[src/design/bprs_pkg.sv]
// Shared constants and types for the baseboard power and reset sequencer
package bprs_pkg;

    // Number of accelerator module slots
    localparam int NUM_SLOTS = 8;

    // Clock rate of the auxiliary-domain clock
    localparam int CLK_HZ = 50_000_000;

    // Least wait from rails good to link reset release, in ms
    localparam int RELEASE_DELAY_MS = 100;
    // Longest wait for rails good to fall after enable drop, in ms
    localparam int OFF_TIMEOUT_MS = 100;

    // Cycle counts derived from the times above
    localparam int RELEASE_CYCLES = RELEASE_DELAY_MS * (CLK_HZ / 1000);
    localparam int OFF_TIMEOUT_CYCLES = OFF_TIMEOUT_MS * (CLK_HZ / 1000);

    // Reset values of the outputs
    localparam logic RST_ENABLE = 1'h0;
    localparam logic RST_RESET_N = 1'h0;
    localparam logic RST_REQUEST_N = 1'h1;
    localparam logic RST_MUX_SLOT0 = 1'h0;

    // Sequencer states
    typedef enum logic [4:0] {
        BPRS_ST_OFF     = 5'h01,
        BPRS_ST_RAMP    = 5'h02,
        BPRS_ST_ON      = 5'h04,
        BPRS_ST_DOWN    = 5'h08,
        BPRS_ST_CLKSTOP = 5'h10
    } bprs_seq_state_t;

    // Management controller states
    typedef enum logic [6:0] {
        BPRS_HC_OFF      = 7'h01,
        BPRS_HC_COPY_OFF = 7'h02,
        BPRS_HC_ON       = 7'h04,
        BPRS_HC_RST_MUX  = 7'h08,
        BPRS_HC_RST_COPY = 7'h10,
        BPRS_HC_RST_REL  = 7'h20,
        BPRS_HC_RST_END  = 7'h40
    } bprs_ctl_state_t;

endpackage

[src/design/bprs_if.sv]
// Link between the baseboard sequencer and the controller with its modules
`timescale 1ns/10ps
`default_nettype none

interface bprs_if;
    logic board_power_request_n;
    logic board_power_ready;
    logic [bprs_pkg::NUM_SLOTS-1:0] slot_power_enable;
    logic [bprs_pkg::NUM_SLOTS-1:0] slot_rails_good;
    logic [bprs_pkg::NUM_SLOTS-1:0] slot_link_reset_n;
    logic [bprs_pkg::NUM_SLOTS-1:0] slot_soft_reset_n;
    logic [bprs_pkg::NUM_SLOTS-1:0] slot_reset_hold;

    modport dev (
        input board_power_request_n,
        input slot_rails_good,
        input slot_reset_hold,
        output board_power_ready,
        output slot_power_enable,
        output slot_link_reset_n,
        output slot_soft_reset_n
    );

    modport host (
        output board_power_request_n,
        output slot_rails_good,
        output slot_reset_hold,
        input board_power_ready,
        input slot_power_enable,
        input slot_link_reset_n,
        input slot_soft_reset_n
    );
endinterface

`default_nettype wire

[src/design/bprs_sequencer.sv]
// Baseboard power and reset sequencer for eight module slots
// How it works
// - Slot enables only after board rails good
// - Reference clocks run while planes ramp
// - Module raises rails good once supplies good
// - Link reset held 100 ms past rails good
// - Soft reset released with or after link reset
// - Stop reference clocks before aux regulator off, both at once on timeout
// - Sequencer drives reference clock buffer enables
// - Rails good still high 100 ms: all off
// - Power request input starts up or down
// - Controller owns shared eeprom while power off
// - Shared eeprom goes to slot zero when on
// - Controller refreshes shared copy if primary changed
// - Slot zero reads topology once granted eeprom
// - Module reset: hold, mux, copy, mux, release
// - Primary edits wait for power off or reset
// - Eight independent active low link resets
// - Host pulls power request low to power on
// - Board power ready driven back to controller
`timescale 1ns/10ps
`default_nettype none

module bprs_sequencer #(
    parameter int RELEASE_CYCLES = bprs_pkg::RELEASE_CYCLES,
    parameter int OFF_TIMEOUT_CYCLES = bprs_pkg::OFF_TIMEOUT_CYCLES
) (
    input wire logic clk, // Auxiliary-domain clock
    input wire logic nrst, // Asynchronous reset, active low
    bprs_if.dev link, // Controller and module side
    input wire logic board_rails_good, // All board rails in regulation
    output logic aux_rail_regulator_enable, // Aux 3.3 V regulator enable
    output logic refclk_buffer_enable, // Reference clock buffer enable
    output logic shutdown_fault // Power-off timeout shut all down
);

    localparam int NS = bprs_pkg::NUM_SLOTS;
    localparam int MAXC = (RELEASE_CYCLES > OFF_TIMEOUT_CYCLES) ?
        RELEASE_CYCLES : OFF_TIMEOUT_CYCLES;
    localparam int CW = $clog2(MAXC + 1);
    localparam logic [CW-1:0] REL_CNT = CW'(RELEASE_CYCLES);
    localparam logic [CW-1:0] OFF_CNT = CW'(OFF_TIMEOUT_CYCLES);

    typedef struct packed {
        bprs_pkg::bprs_seq_state_t st;
        logic req_s1;
        logic req_s2;
        logic rails_s1;
        logic rails_s2;
        logic [NS-1:0] rg_s1;
        logic [NS-1:0] rg_s2;
        logic [NS-1:0] hold_s1;
        logic [NS-1:0] hold_s2;
        logic [NS-1:0][CW-1:0] cnt;
        logic [NS-1:0] en;
        logic [NS-1:0] link_rst_n;
        logic [NS-1:0] soft_rst_n;
        logic ready;
        logic aux_en;
        logic clk_en;
        logic fault;
    } bprs_seq_regs_t;

    localparam bprs_seq_regs_t REGS_RESET = '{
        st: bprs_pkg::BPRS_ST_OFF,
        req_s1: bprs_pkg::RST_REQUEST_N,
        req_s2: bprs_pkg::RST_REQUEST_N,
        rails_s1: 1'h0,
        rails_s2: 1'h0,
        rg_s1: '0,
        rg_s2: '0,
        hold_s1: '0,
        hold_s2: '0,
        cnt: '0,
        en: {NS{bprs_pkg::RST_ENABLE}},
        link_rst_n: {NS{bprs_pkg::RST_RESET_N}},
        soft_rst_n: {NS{bprs_pkg::RST_RESET_N}},
        ready: 1'h0,
        aux_en: 1'h0,
        clk_en: 1'h0,
        fault: 1'h0
    };

    bprs_seq_regs_t q_r;
    bprs_seq_regs_t q_nxt;

    // Next-state logic: synchronisers, sequence, per-slot timers
    always_comb begin
        logic any_timeout;
        any_timeout = 1'h0;
        q_nxt = q_r;
        // Pin inputs pass two flip-flops first
        q_nxt.req_s1 = link.board_power_request_n;
        q_nxt.req_s2 = q_r.req_s1;
        q_nxt.rails_s1 = board_rails_good;
        q_nxt.rails_s2 = q_r.rails_s1;
        q_nxt.rg_s1 = link.slot_rails_good;
        q_nxt.rg_s2 = q_r.rg_s1;
        q_nxt.hold_s1 = link.slot_reset_hold;
        q_nxt.hold_s2 = q_r.hold_s1;
        case (q_r.st)
            bprs_pkg::BPRS_ST_OFF: begin
                q_nxt.en = '0;
                q_nxt.link_rst_n = '0;
                q_nxt.soft_rst_n = '0;
                q_nxt.ready = 1'h0;
                if (!q_r.req_s2) begin
                    // Ramp the planes with reference clocks running
                    q_nxt.st = bprs_pkg::BPRS_ST_RAMP;
                    q_nxt.aux_en = 1'h1;
                    q_nxt.clk_en = 1'h1;
                    q_nxt.fault = 1'h0;
                end
            end
            bprs_pkg::BPRS_ST_RAMP: begin
                if (q_r.req_s2) begin
                    q_nxt.st = bprs_pkg::BPRS_ST_DOWN;
                    q_nxt.cnt = '0;
                end else if (q_r.rails_s2) begin
                    // Enables only once every board rail is good
                    q_nxt.st = bprs_pkg::BPRS_ST_ON;
                    q_nxt.en = '1;
                    q_nxt.ready = 1'h1;
                    q_nxt.cnt = '0;
                end
            end
            bprs_pkg::BPRS_ST_ON: begin
                if (q_r.req_s2 || !q_r.rails_s2) begin
                    // Resets fall in the same edge as enables
                    q_nxt.st = bprs_pkg::BPRS_ST_DOWN;
                    q_nxt.en = '0;
                    q_nxt.link_rst_n = '0;
                    q_nxt.soft_rst_n = '0;
                    q_nxt.ready = 1'h0;
                    q_nxt.cnt = '0;
                end else begin
                    for (int i = 0; i < NS; i++) begin
                        // Each slot times its own release delay
                        if (!q_r.rg_s2[i]) begin
                            q_nxt.cnt[i] = '0;
                        end else if (q_r.cnt[i] != REL_CNT) begin
                            q_nxt.cnt[i] = q_r.cnt[i] + 1'b1;
                        end
                        // Both resets release on one edge
                        q_nxt.link_rst_n[i] = q_r.rg_s2[i] &&
                            (q_r.cnt[i] == REL_CNT) &&
                            !q_r.hold_s2[i];
                        q_nxt.soft_rst_n[i] = q_r.rg_s2[i] &&
                            (q_r.cnt[i] == REL_CNT) &&
                            !q_r.hold_s2[i];
                    end
                end
            end
            bprs_pkg::BPRS_ST_DOWN: begin
                for (int i = 0; i < NS; i++) begin
                    // Time how long rails good stays high
                    if (!q_r.rg_s2[i]) begin
                        q_nxt.cnt[i] = '0;
                    end else if (q_r.cnt[i] != OFF_CNT) begin
                        q_nxt.cnt[i] = q_r.cnt[i] + 1'b1;
                    end
                    if (q_r.rg_s2[i] && (q_r.cnt[i] == OFF_CNT)) begin
                        any_timeout = 1'h1;
                    end
                end
                if (any_timeout) begin
                    // Stuck module: cut every supply at once
                    q_nxt.st = bprs_pkg::BPRS_ST_OFF;
                    q_nxt.aux_en = 1'h0;
                    q_nxt.clk_en = 1'h0;
                    q_nxt.fault = 1'h1;
                end else if (q_r.rg_s2 == '0) begin
                    // Clocks stop one edge before the regulator
                    q_nxt.st = bprs_pkg::BPRS_ST_CLKSTOP;
                    q_nxt.clk_en = 1'h0;
                end
            end
            bprs_pkg::BPRS_ST_CLKSTOP: begin
                q_nxt.st = bprs_pkg::BPRS_ST_OFF;
                q_nxt.aux_en = 1'h0;
            end
            default: begin
                q_nxt = REGS_RESET;
            end
        endcase
    end

    // State register
    always_ff @(posedge clk or negedge nrst) begin
        if (!nrst) begin
            q_r <= REGS_RESET;
        end else begin
            q_r <= q_nxt;
        end
    end

    // Outputs straight from flip-flops
    assign link.board_power_ready = q_r.ready;
    assign link.slot_power_enable = q_r.en;
    assign link.slot_link_reset_n = q_r.link_rst_n;
    assign link.slot_soft_reset_n = q_r.soft_rst_n;
    assign aux_rail_regulator_enable = q_r.aux_en;
    assign refclk_buffer_enable = q_r.clk_en;
    assign shutdown_fault = q_r.fault;

endmodule

`default_nettype wire

[src/flat_wrapper.sv]
// flat-port wrapper written by rule: the top's interface ports become plain ports
module bprs_sequencer_flat 
#(
    parameter int RELEASE_CYCLES = bprs_pkg::RELEASE_CYCLES,
    parameter int OFF_TIMEOUT_CYCLES = bprs_pkg::OFF_TIMEOUT_CYCLES
)
  (clk, nrst, board_rails_good, aux_rail_regulator_enable, refclk_buffer_enable, shutdown_fault, link_board_power_request_n, link_slot_rails_good, link_slot_reset_hold, link_board_power_ready, link_slot_power_enable, link_slot_link_reset_n, link_slot_soft_reset_n);
  bprs_if link_i ();
  input wire logic clk;
  input wire logic nrst;
  input wire logic board_rails_good;
  output logic aux_rail_regulator_enable;
  output logic refclk_buffer_enable;
  output logic shutdown_fault;
  input wire logic [$bits(link_i.board_power_request_n)-1:0] link_board_power_request_n;
  input wire logic [$bits(link_i.slot_rails_good)-1:0] link_slot_rails_good;
  input wire logic [$bits(link_i.slot_reset_hold)-1:0] link_slot_reset_hold;
  output wire logic [$bits(link_i.board_power_ready)-1:0] link_board_power_ready;
  output wire logic [$bits(link_i.slot_power_enable)-1:0] link_slot_power_enable;
  output wire logic [$bits(link_i.slot_link_reset_n)-1:0] link_slot_link_reset_n;
  output wire logic [$bits(link_i.slot_soft_reset_n)-1:0] link_slot_soft_reset_n;
  assign link_i.board_power_request_n = link_board_power_request_n;
  assign link_i.slot_rails_good = link_slot_rails_good;
  assign link_i.slot_reset_hold = link_slot_reset_hold;
  assign link_board_power_ready = link_i.board_power_ready;
  assign link_slot_power_enable = link_i.slot_power_enable;
  assign link_slot_link_reset_n = link_i.slot_link_reset_n;
  assign link_slot_soft_reset_n = link_i.slot_soft_reset_n;
  bprs_sequencer #(.RELEASE_CYCLES(RELEASE_CYCLES), .OFF_TIMEOUT_CYCLES(OFF_TIMEOUT_CYCLES)) u_core (.clk(clk), .nrst(nrst), .link(link_i), .board_rails_good(board_rails_good), .aux_rail_regulator_enable(aux_rail_regulator_enable), .refclk_buffer_enable(refclk_buffer_enable), .shutdown_fault(shutdown_fault));
endmodule
[config.mk]
export PLATFORM = sky130hd
export DESIGN_NAME = bprs_sequencer_flat
export DESIGN_NICKNAME = d
export VERILOG_FILES = /design/src/design/bprs_pkg.sv /design/src/design/bprs_if.sv /design/src/design/bprs_sequencer.sv /design/src/flat_wrapper.sv
export SDC_FILE = /design/constraint.sdc
export NUM_CORES = 1
export LEC_CHECK = 0
export BUFFER_PORTS_ARGS = -buffer_cell sky130_fd_sc_hd__buf_4
export CAP_MARGIN = 40
export CORE_MARGIN = 2
export CORE_UTILIZATION = 25
export CTS_CLUSTER_DIAMETER = 100
export CTS_CLUSTER_SIZE = 10
export DETAILED_ROUTE_END_ITERATION = 12
export PLACE_DENSITY_LB_ADDON = 0.1
export SYNTH_ARGS = -nofsm -noshare
export SYNTH_HDL_FRONTEND = slang
export SYNTH_SLANG_ARGS = --single-unit
export TNS_END_PERCENT = 1
[constraint.sdc]
create_clock -name clk -period 4 [get_ports clk]
set_input_delay 0.6 -clock clk [delete_from_list [all_inputs] [get_ports clk]]
set_output_delay 0.6 -clock clk [all_outputs]
set_load 0.05 [all_outputs]
== Word-level counts from Yosys, hierarchy flattened ==
Index checks and enable logic that the tools add are counted.

* Bits in writable memories: 0
* Input bits: 20
* Output and inout bits: 28
* Logic and storage cells: 156
* Memories: 0
* Latch bits: 0
* Flip-flop bits (word level): 253
* ROM bits: 0

* Reductions and logical operators: 39
* Mux-type cells: 53
* Div/mod/pow operators: 0
* Eq/ne operators: 28
* Bitwise gates (word level): 4
* Shifts and indexed selects: 0
* $lt $le $gt $ge: 0
* Multipliers: 0
* Add/sub/neg operators: 8

{| class="wikitable"
|+ Operator list
! operator !! count
|-
| $pmux W184 S4 || 1
|-
| $mux W184 || 2
|-
| $mux W23 || 16
|-
| $mux W192 || 1
|-
| $add A23 B1 Y23 const B || 8
|-
| $eq A23 B23 Y1 const B || 8
|-
| $ne A23 B23 Y1 const B || 8
|-
| $mux W36 || 1
|-
| $pmux W16 S2 || 1
|-
| $mux W5 || 6
|-
| $pmux W8 S3 || 1
|-
| $pmux W5 S4 || 1
|-
| $logic_and A1 B1 Y1 || 16
|-
| $mux W1 || 16
|-
| $mux W16 || 1
|-
| $mux W8 || 2
|-
| $logic_not A1 Y1 || 9
|-
| $reduce_and A3 Y1 || 3
|-
| $logic_not A8 Y1 || 1
|-
| $reduce_and A4 Y1 || 2
|-
| $ne A2 B1 Y1 const B || 3
|-
| $ne A3 B1 Y1 const B || 2
|-
| $pmux W1 S3 || 2
|-
| $pmux W2 S3 || 1
|-
| other kinds (13) || 20
|}

== Longest topological paths before layout ==
* Depth after elaboration: 13
* Gate-level depth with buffers: 10

== Worst setup path after synthesis ==
Ideal clock, no wire load.

* Path kind: register to register
* Start: reg u_core.q_r[252] (netlist name)
* End: reg u_core.q_r[33] (netlist name)
* Setup time: 0.066 ns
* Cell stages (with the launch flop): 8
* Setup slack: 1.651 ns
* Arrival time: 2.283 ns
* Data required time: 3.934 ns
* Clock period less this slack: 2.349 ns
* Cell sequence: dfrtp_1 buf_6 or4_4 or3_4 a21oi_4 nor2_2 or4_1 nand2_1

* Cells in the longest elaborated chain, start to end: 4
* Elaborated cells on any way between the ends: 10

{| class="wikitable"
|+ RTL lines
! item !! line !! text
|-
| start, declared || bprs_sequencer.sv:84 || <nowiki>bprs_seq_regs_t q_r;</nowiki>
|-
| start signal, assigned || bprs_sequencer.sv:193 || <nowiki>q_r <= q_nxt;</nowiki>
|-
| parallel branches: the longest is 4 deep, another holds $pmux W184 S4 || n/a ||
|}

Parallel ways; which one is timed is not known.
A chain may end at the register's enable or synchronous reset.

== Worst setup path in the final report ==
* Start: reg u_core.q_r[249] (netlist name)
* End: reg u_core.q_r[52] (netlist name)

Same word-level chain as after synthesis.

==> flow_results.org <==
** Outcome
- The run finished with clean final reports.

** Critical path
- In this run the register-to-register setup slack is 970 ps.
- Endpoint type of the worst setup path :: register
- The worst register-to-register path begins at u_core.q_r[249].
- Critical Path Start :: u_core.q_r[249]
- Count of cells along the worst register-to-register path :: 7
- The critical path is of the register to register type.
- Of all nets on the critical path, the largest fanout is 36.
- The worst register-to-register path ends at u_core.q_r[52].
- STA classifies the critical path startpoint as a register.
- For the worst setup path, the data arrival time is 3510 ps.
- At the worst endpoint, the required time is about 4500 ps.

** Synth
- By area the synthesized netlist is led by dfrtp_1 (46%), xnor2_1 (5.2%), nor2_1 (4.4%), o21ai_0 (3.9%), nand2_1 (2.9%).
- EDFF count, synth :: 0
- The average instance in the mapped netlist occupies 9.25 um2.
- Share of flip-flops with an asynchronous set or reset :: between 90% and 100%
- Count of unique library cells instantiated by Yosys :: 65
- Portion of the post-synthesis area used by sequential elements :: 46.2%
- Counting every net in the synthesized netlist gives roughly 1400.
- Yosys printed 0 warnings.
- Largest area contributor in the netlist :: dfrtp_1
- FF+latch count, synth :: 237
- After synthesis, the largest area contributor takes up 45.6% of total cell area.
- Most instantiated flip-flop cell in the synthesis netlist :: dfrtp_1
- Cell count after synthesis :: 1389
- Post-synthesis instance area :: ~13000 um2

** Global route
- Global routing used between 10% and 20% of the available tracks.
- Number of global-route vias before repair :: 10400
- Initial antenna violation count :: 0
- Global-route wire length before repair :: just under 60000 um
- Total grt overflow :: 0
- Pin count of the biggest net entering global routing :: 97

** STA
- Normalized max-slew margin :: ~45%
- Worst clock skew on the final layout :: 9.28 ps
- Setup repair after global routing missed its margin :: no
- For the pin with the worst max-slew slack, the measured transition is slightly above 800 ps.
- Hold slack :: 249 ps
- Finish-stage setup viols :: 0
- Hold Violations, Final :: 0
- For this run, the top clock speed supported by timing is 330 MHz.
- After routing, the total negative slack on setup checks comes to 0 ps.
- After layout, the worst path uses approximately 76% of the clock period.
- Once routing completed, OpenROAD measured the worst setup slack at between 900 and 1000 ps.
- For the finished layout, the period the worst path requires is between 3000 and 4000 ps.
- Number of max-slew violations in the final report :: 0

** Worst hold path
- Worst hold endpoint :: u_core.q_r[247]
- Type of the worst min-delay path :: input pin to register
- The worst hold path begins at link_board_power_request_n.
- Hold-critical path depth :: 2

** Layout
- Share of post-route cells with drive strength above 1 :: 9.07%
- Once layout is complete, the cells apart from fillers number 2102.
- Compared with the post-synthesis result, the final layout area differs by 13.9%.
- The net count of the finished layout is between 1000 and 1500.
- Counting the fill cells in the layout gives 5454.
- The number of antenna diodes in the final layout is 0.
- After routing the design area is 14600 um2.
- Cells fill about 29% of the core in the end.

** CTS
- Hold-fix buffers at CTS :: 1
- After clock tree synthesis, the clock-pin slew on the worst setup and hold paths is 60 ps.
- Gates resized during post-CTS repair numbered 0.
- Clock network latency to the later pin of the worst-skew pair :: 550 ps
- Clock buffers created by TritonCTS :: 27
- In this run the number of H-tree levels came out at 1.
- The tree built by TritonCTS fans out to approximately 240 sinks.
- In this run the clock root is driven by a clkbuf_16.
- Worst-case clock buffer depth :: 3
- Clock tree from TritonCTS :: yes
- Buffers added to address setup during post-CTS repair amount to 0.

** Floorplanning
- Number of I/O pins :: 48
- Die outline area :: 53200 um2
- Die Ht :: between 200 and 250 um
- In this run the horizontal extent of the chip is 231 um.
- The initial utilization of the core area, before any placement, comes to 25.1%.
- Core Box Area :: 51100 um2
- Core Rows :: 83

** Job
- Max Cap Violations :: 0

** Placed design
- Post-place instance area :: 13900 um2
- Total of buffers placed on input and output ports :: 47
- The congestion estimate from routability-driven global placement came to 0.761.
- The number of placed instances, taps included, is 2061.
- Once detailed placement completed, the half-perimeter wirelength came to 23900 um.
- Worst slack, placed :: 967 ps

** Route
- Drt first-iter violations :: ~600
- Using the TritonRoute via totals, the vias-per-cell ratio works out to between 4 and 5.
- After detailed routing, the total wire length is 35200 um.
- After detailed routing, the number of remaining DRC violations is 0.
- The count of nets left with antenna violations once routing finished came out at 0.
- DR WL/cell :: 16.8 um
- Before antenna repair, the detailed router went through 4 iterations.
- Routed vias :: ~10000

** Pwr
- IR analysis of the VDD net gives a maximum drop of 0.262 mV.
- Cell leakage power :: 5.83 nW
- Pwr dens :: 493 nW/um2
- Total power :: 7.22 mW
[sequential cells by signal, summed over array words and instances (netlist names)]
signal,cells
u_core.refclk_buffer_enable,1
u_core.shutdown_fault,1
u_core.q_r,225
u_core.link.slot_power_enable,1
u_core.aux_rail_regulator_enable,1
u_core.link.slot_soft_reset_n,8
[synthesized netlist by cell type (9+ instances only)]
| master | instances |
|---|---|
| a21o_1 | 9 |
| a21oi_1 | 60 |
| a31oi_1 | 9 |
| and2_1 | 12 |
| and3_1 | 37 |
| and4_1 | 16 |
| buf_2 | 20 |
| buf_4 | 27 |
| clkbuf_1 | 35 |
| dfrtp_1 | 234 |
| ha_1 | 16 |
| inv_1 | 39 |
| nand2_1 | 99 |
| nand2b_1 | 9 |
| nand3_1 | 56 |
| nand4_1 | 57 |
| nor2_1 | 149 |
| nor2b_1 | 39 |
| nor3_1 | 40 |
| nor3b_1 | 12 |
| nor4_1 | 34 |
| nor4b_1 | 42 |
| nor4bb_1 | 18 |
| o21ai_0 | 100 |
| o31ai_1 | 21 |
| or3_1 | 9 |
| xnor2_1 | 76 |
| xor2_1 | 32 |
[worst max path at each step]
stage,endpoint,slack [ps],cells past startpoint
global route,u_core.q_r[52],720,7
CTS,u_core.q_r[52],940,7
detailed placement,u_core.q_r[52],970,7
global placement,u_core.q_r[52],1000,6
finish,u_core.q_r[52],970,7
floorplan,u_core.q_r[33],1650,7
[logic make-up after synthesis]
group / Yosys count / synth area share (%)
and+or+nand+nor: 658 / 28.6
AOI/OAI and AO/OA: 246 / 11.6
DFF: 237 / 46.2
buffers and inverters: 122 / 4.61
xor gates and xnor gates: 108 / 7.36
adders and majority gates: 16 / 1.56
muxes: 2 / 0.156
[layout by cell type, fill, tap and decap left out, types with 9 or more instances in the layout]
master and count:
nand2_1 99, o21ai_0 99, a21o_1 9, xnor2_1 76
nor2b_1 39, ha_1 16, clkbuf_1 11, and2_1 12
a21oi_1 60, and4_1 16, nand3_1 56, buf_4 71
nand2b_1 9, clkbuf_16 27, dfrtp_1 234, nor4_1 33
nor4bb_1 18, nor4b_1 42, or3_1 9, nand4_1 57
nor3b_1 12, xor2_1 32, nor3_1 39, o31ai_1 21
nor2_1 149, inv_1 39, and3_1 37, a31oi_1 9
[worst max-delay path: stages (launching register included)]
cell	delay (ps)
dfrtp_1	570
or4b_2	620
a21oi_1	330
o21a_4	430
buf_4	430
nor2_1	210
buf_4	220
a21oi_1	120
[final cells by class]
class	count	area [um2]	share of cell area (%)
multi-input cells	1030	6360	43.4
flip-flops and latches	237	5930	40.5
well taps	680	851	5.81
clock buffers	39	731	4.99
repair buffers	76	608	4.15
inverters	39	146	1.00
clock inverters	1	8.76	0.0598
[power breakdown]
group	switching, mW	leakage [nW]	total [mW]	internal, mW
clock network	1.01	0.357	2.26	1.24
logic	1.47	2.22	2.10	0.635
registers	0.226	3.25	2.86	2.63
[routing by layer]
metal / global-route usage, % / routed length, um
met3: 1.67 / 1180
met2: 21.3 / 15700
met5: 0 / 0
met4: 3.33 / 667
met1: 19.4 / 17700
Power figures use the tool's default switching activity.
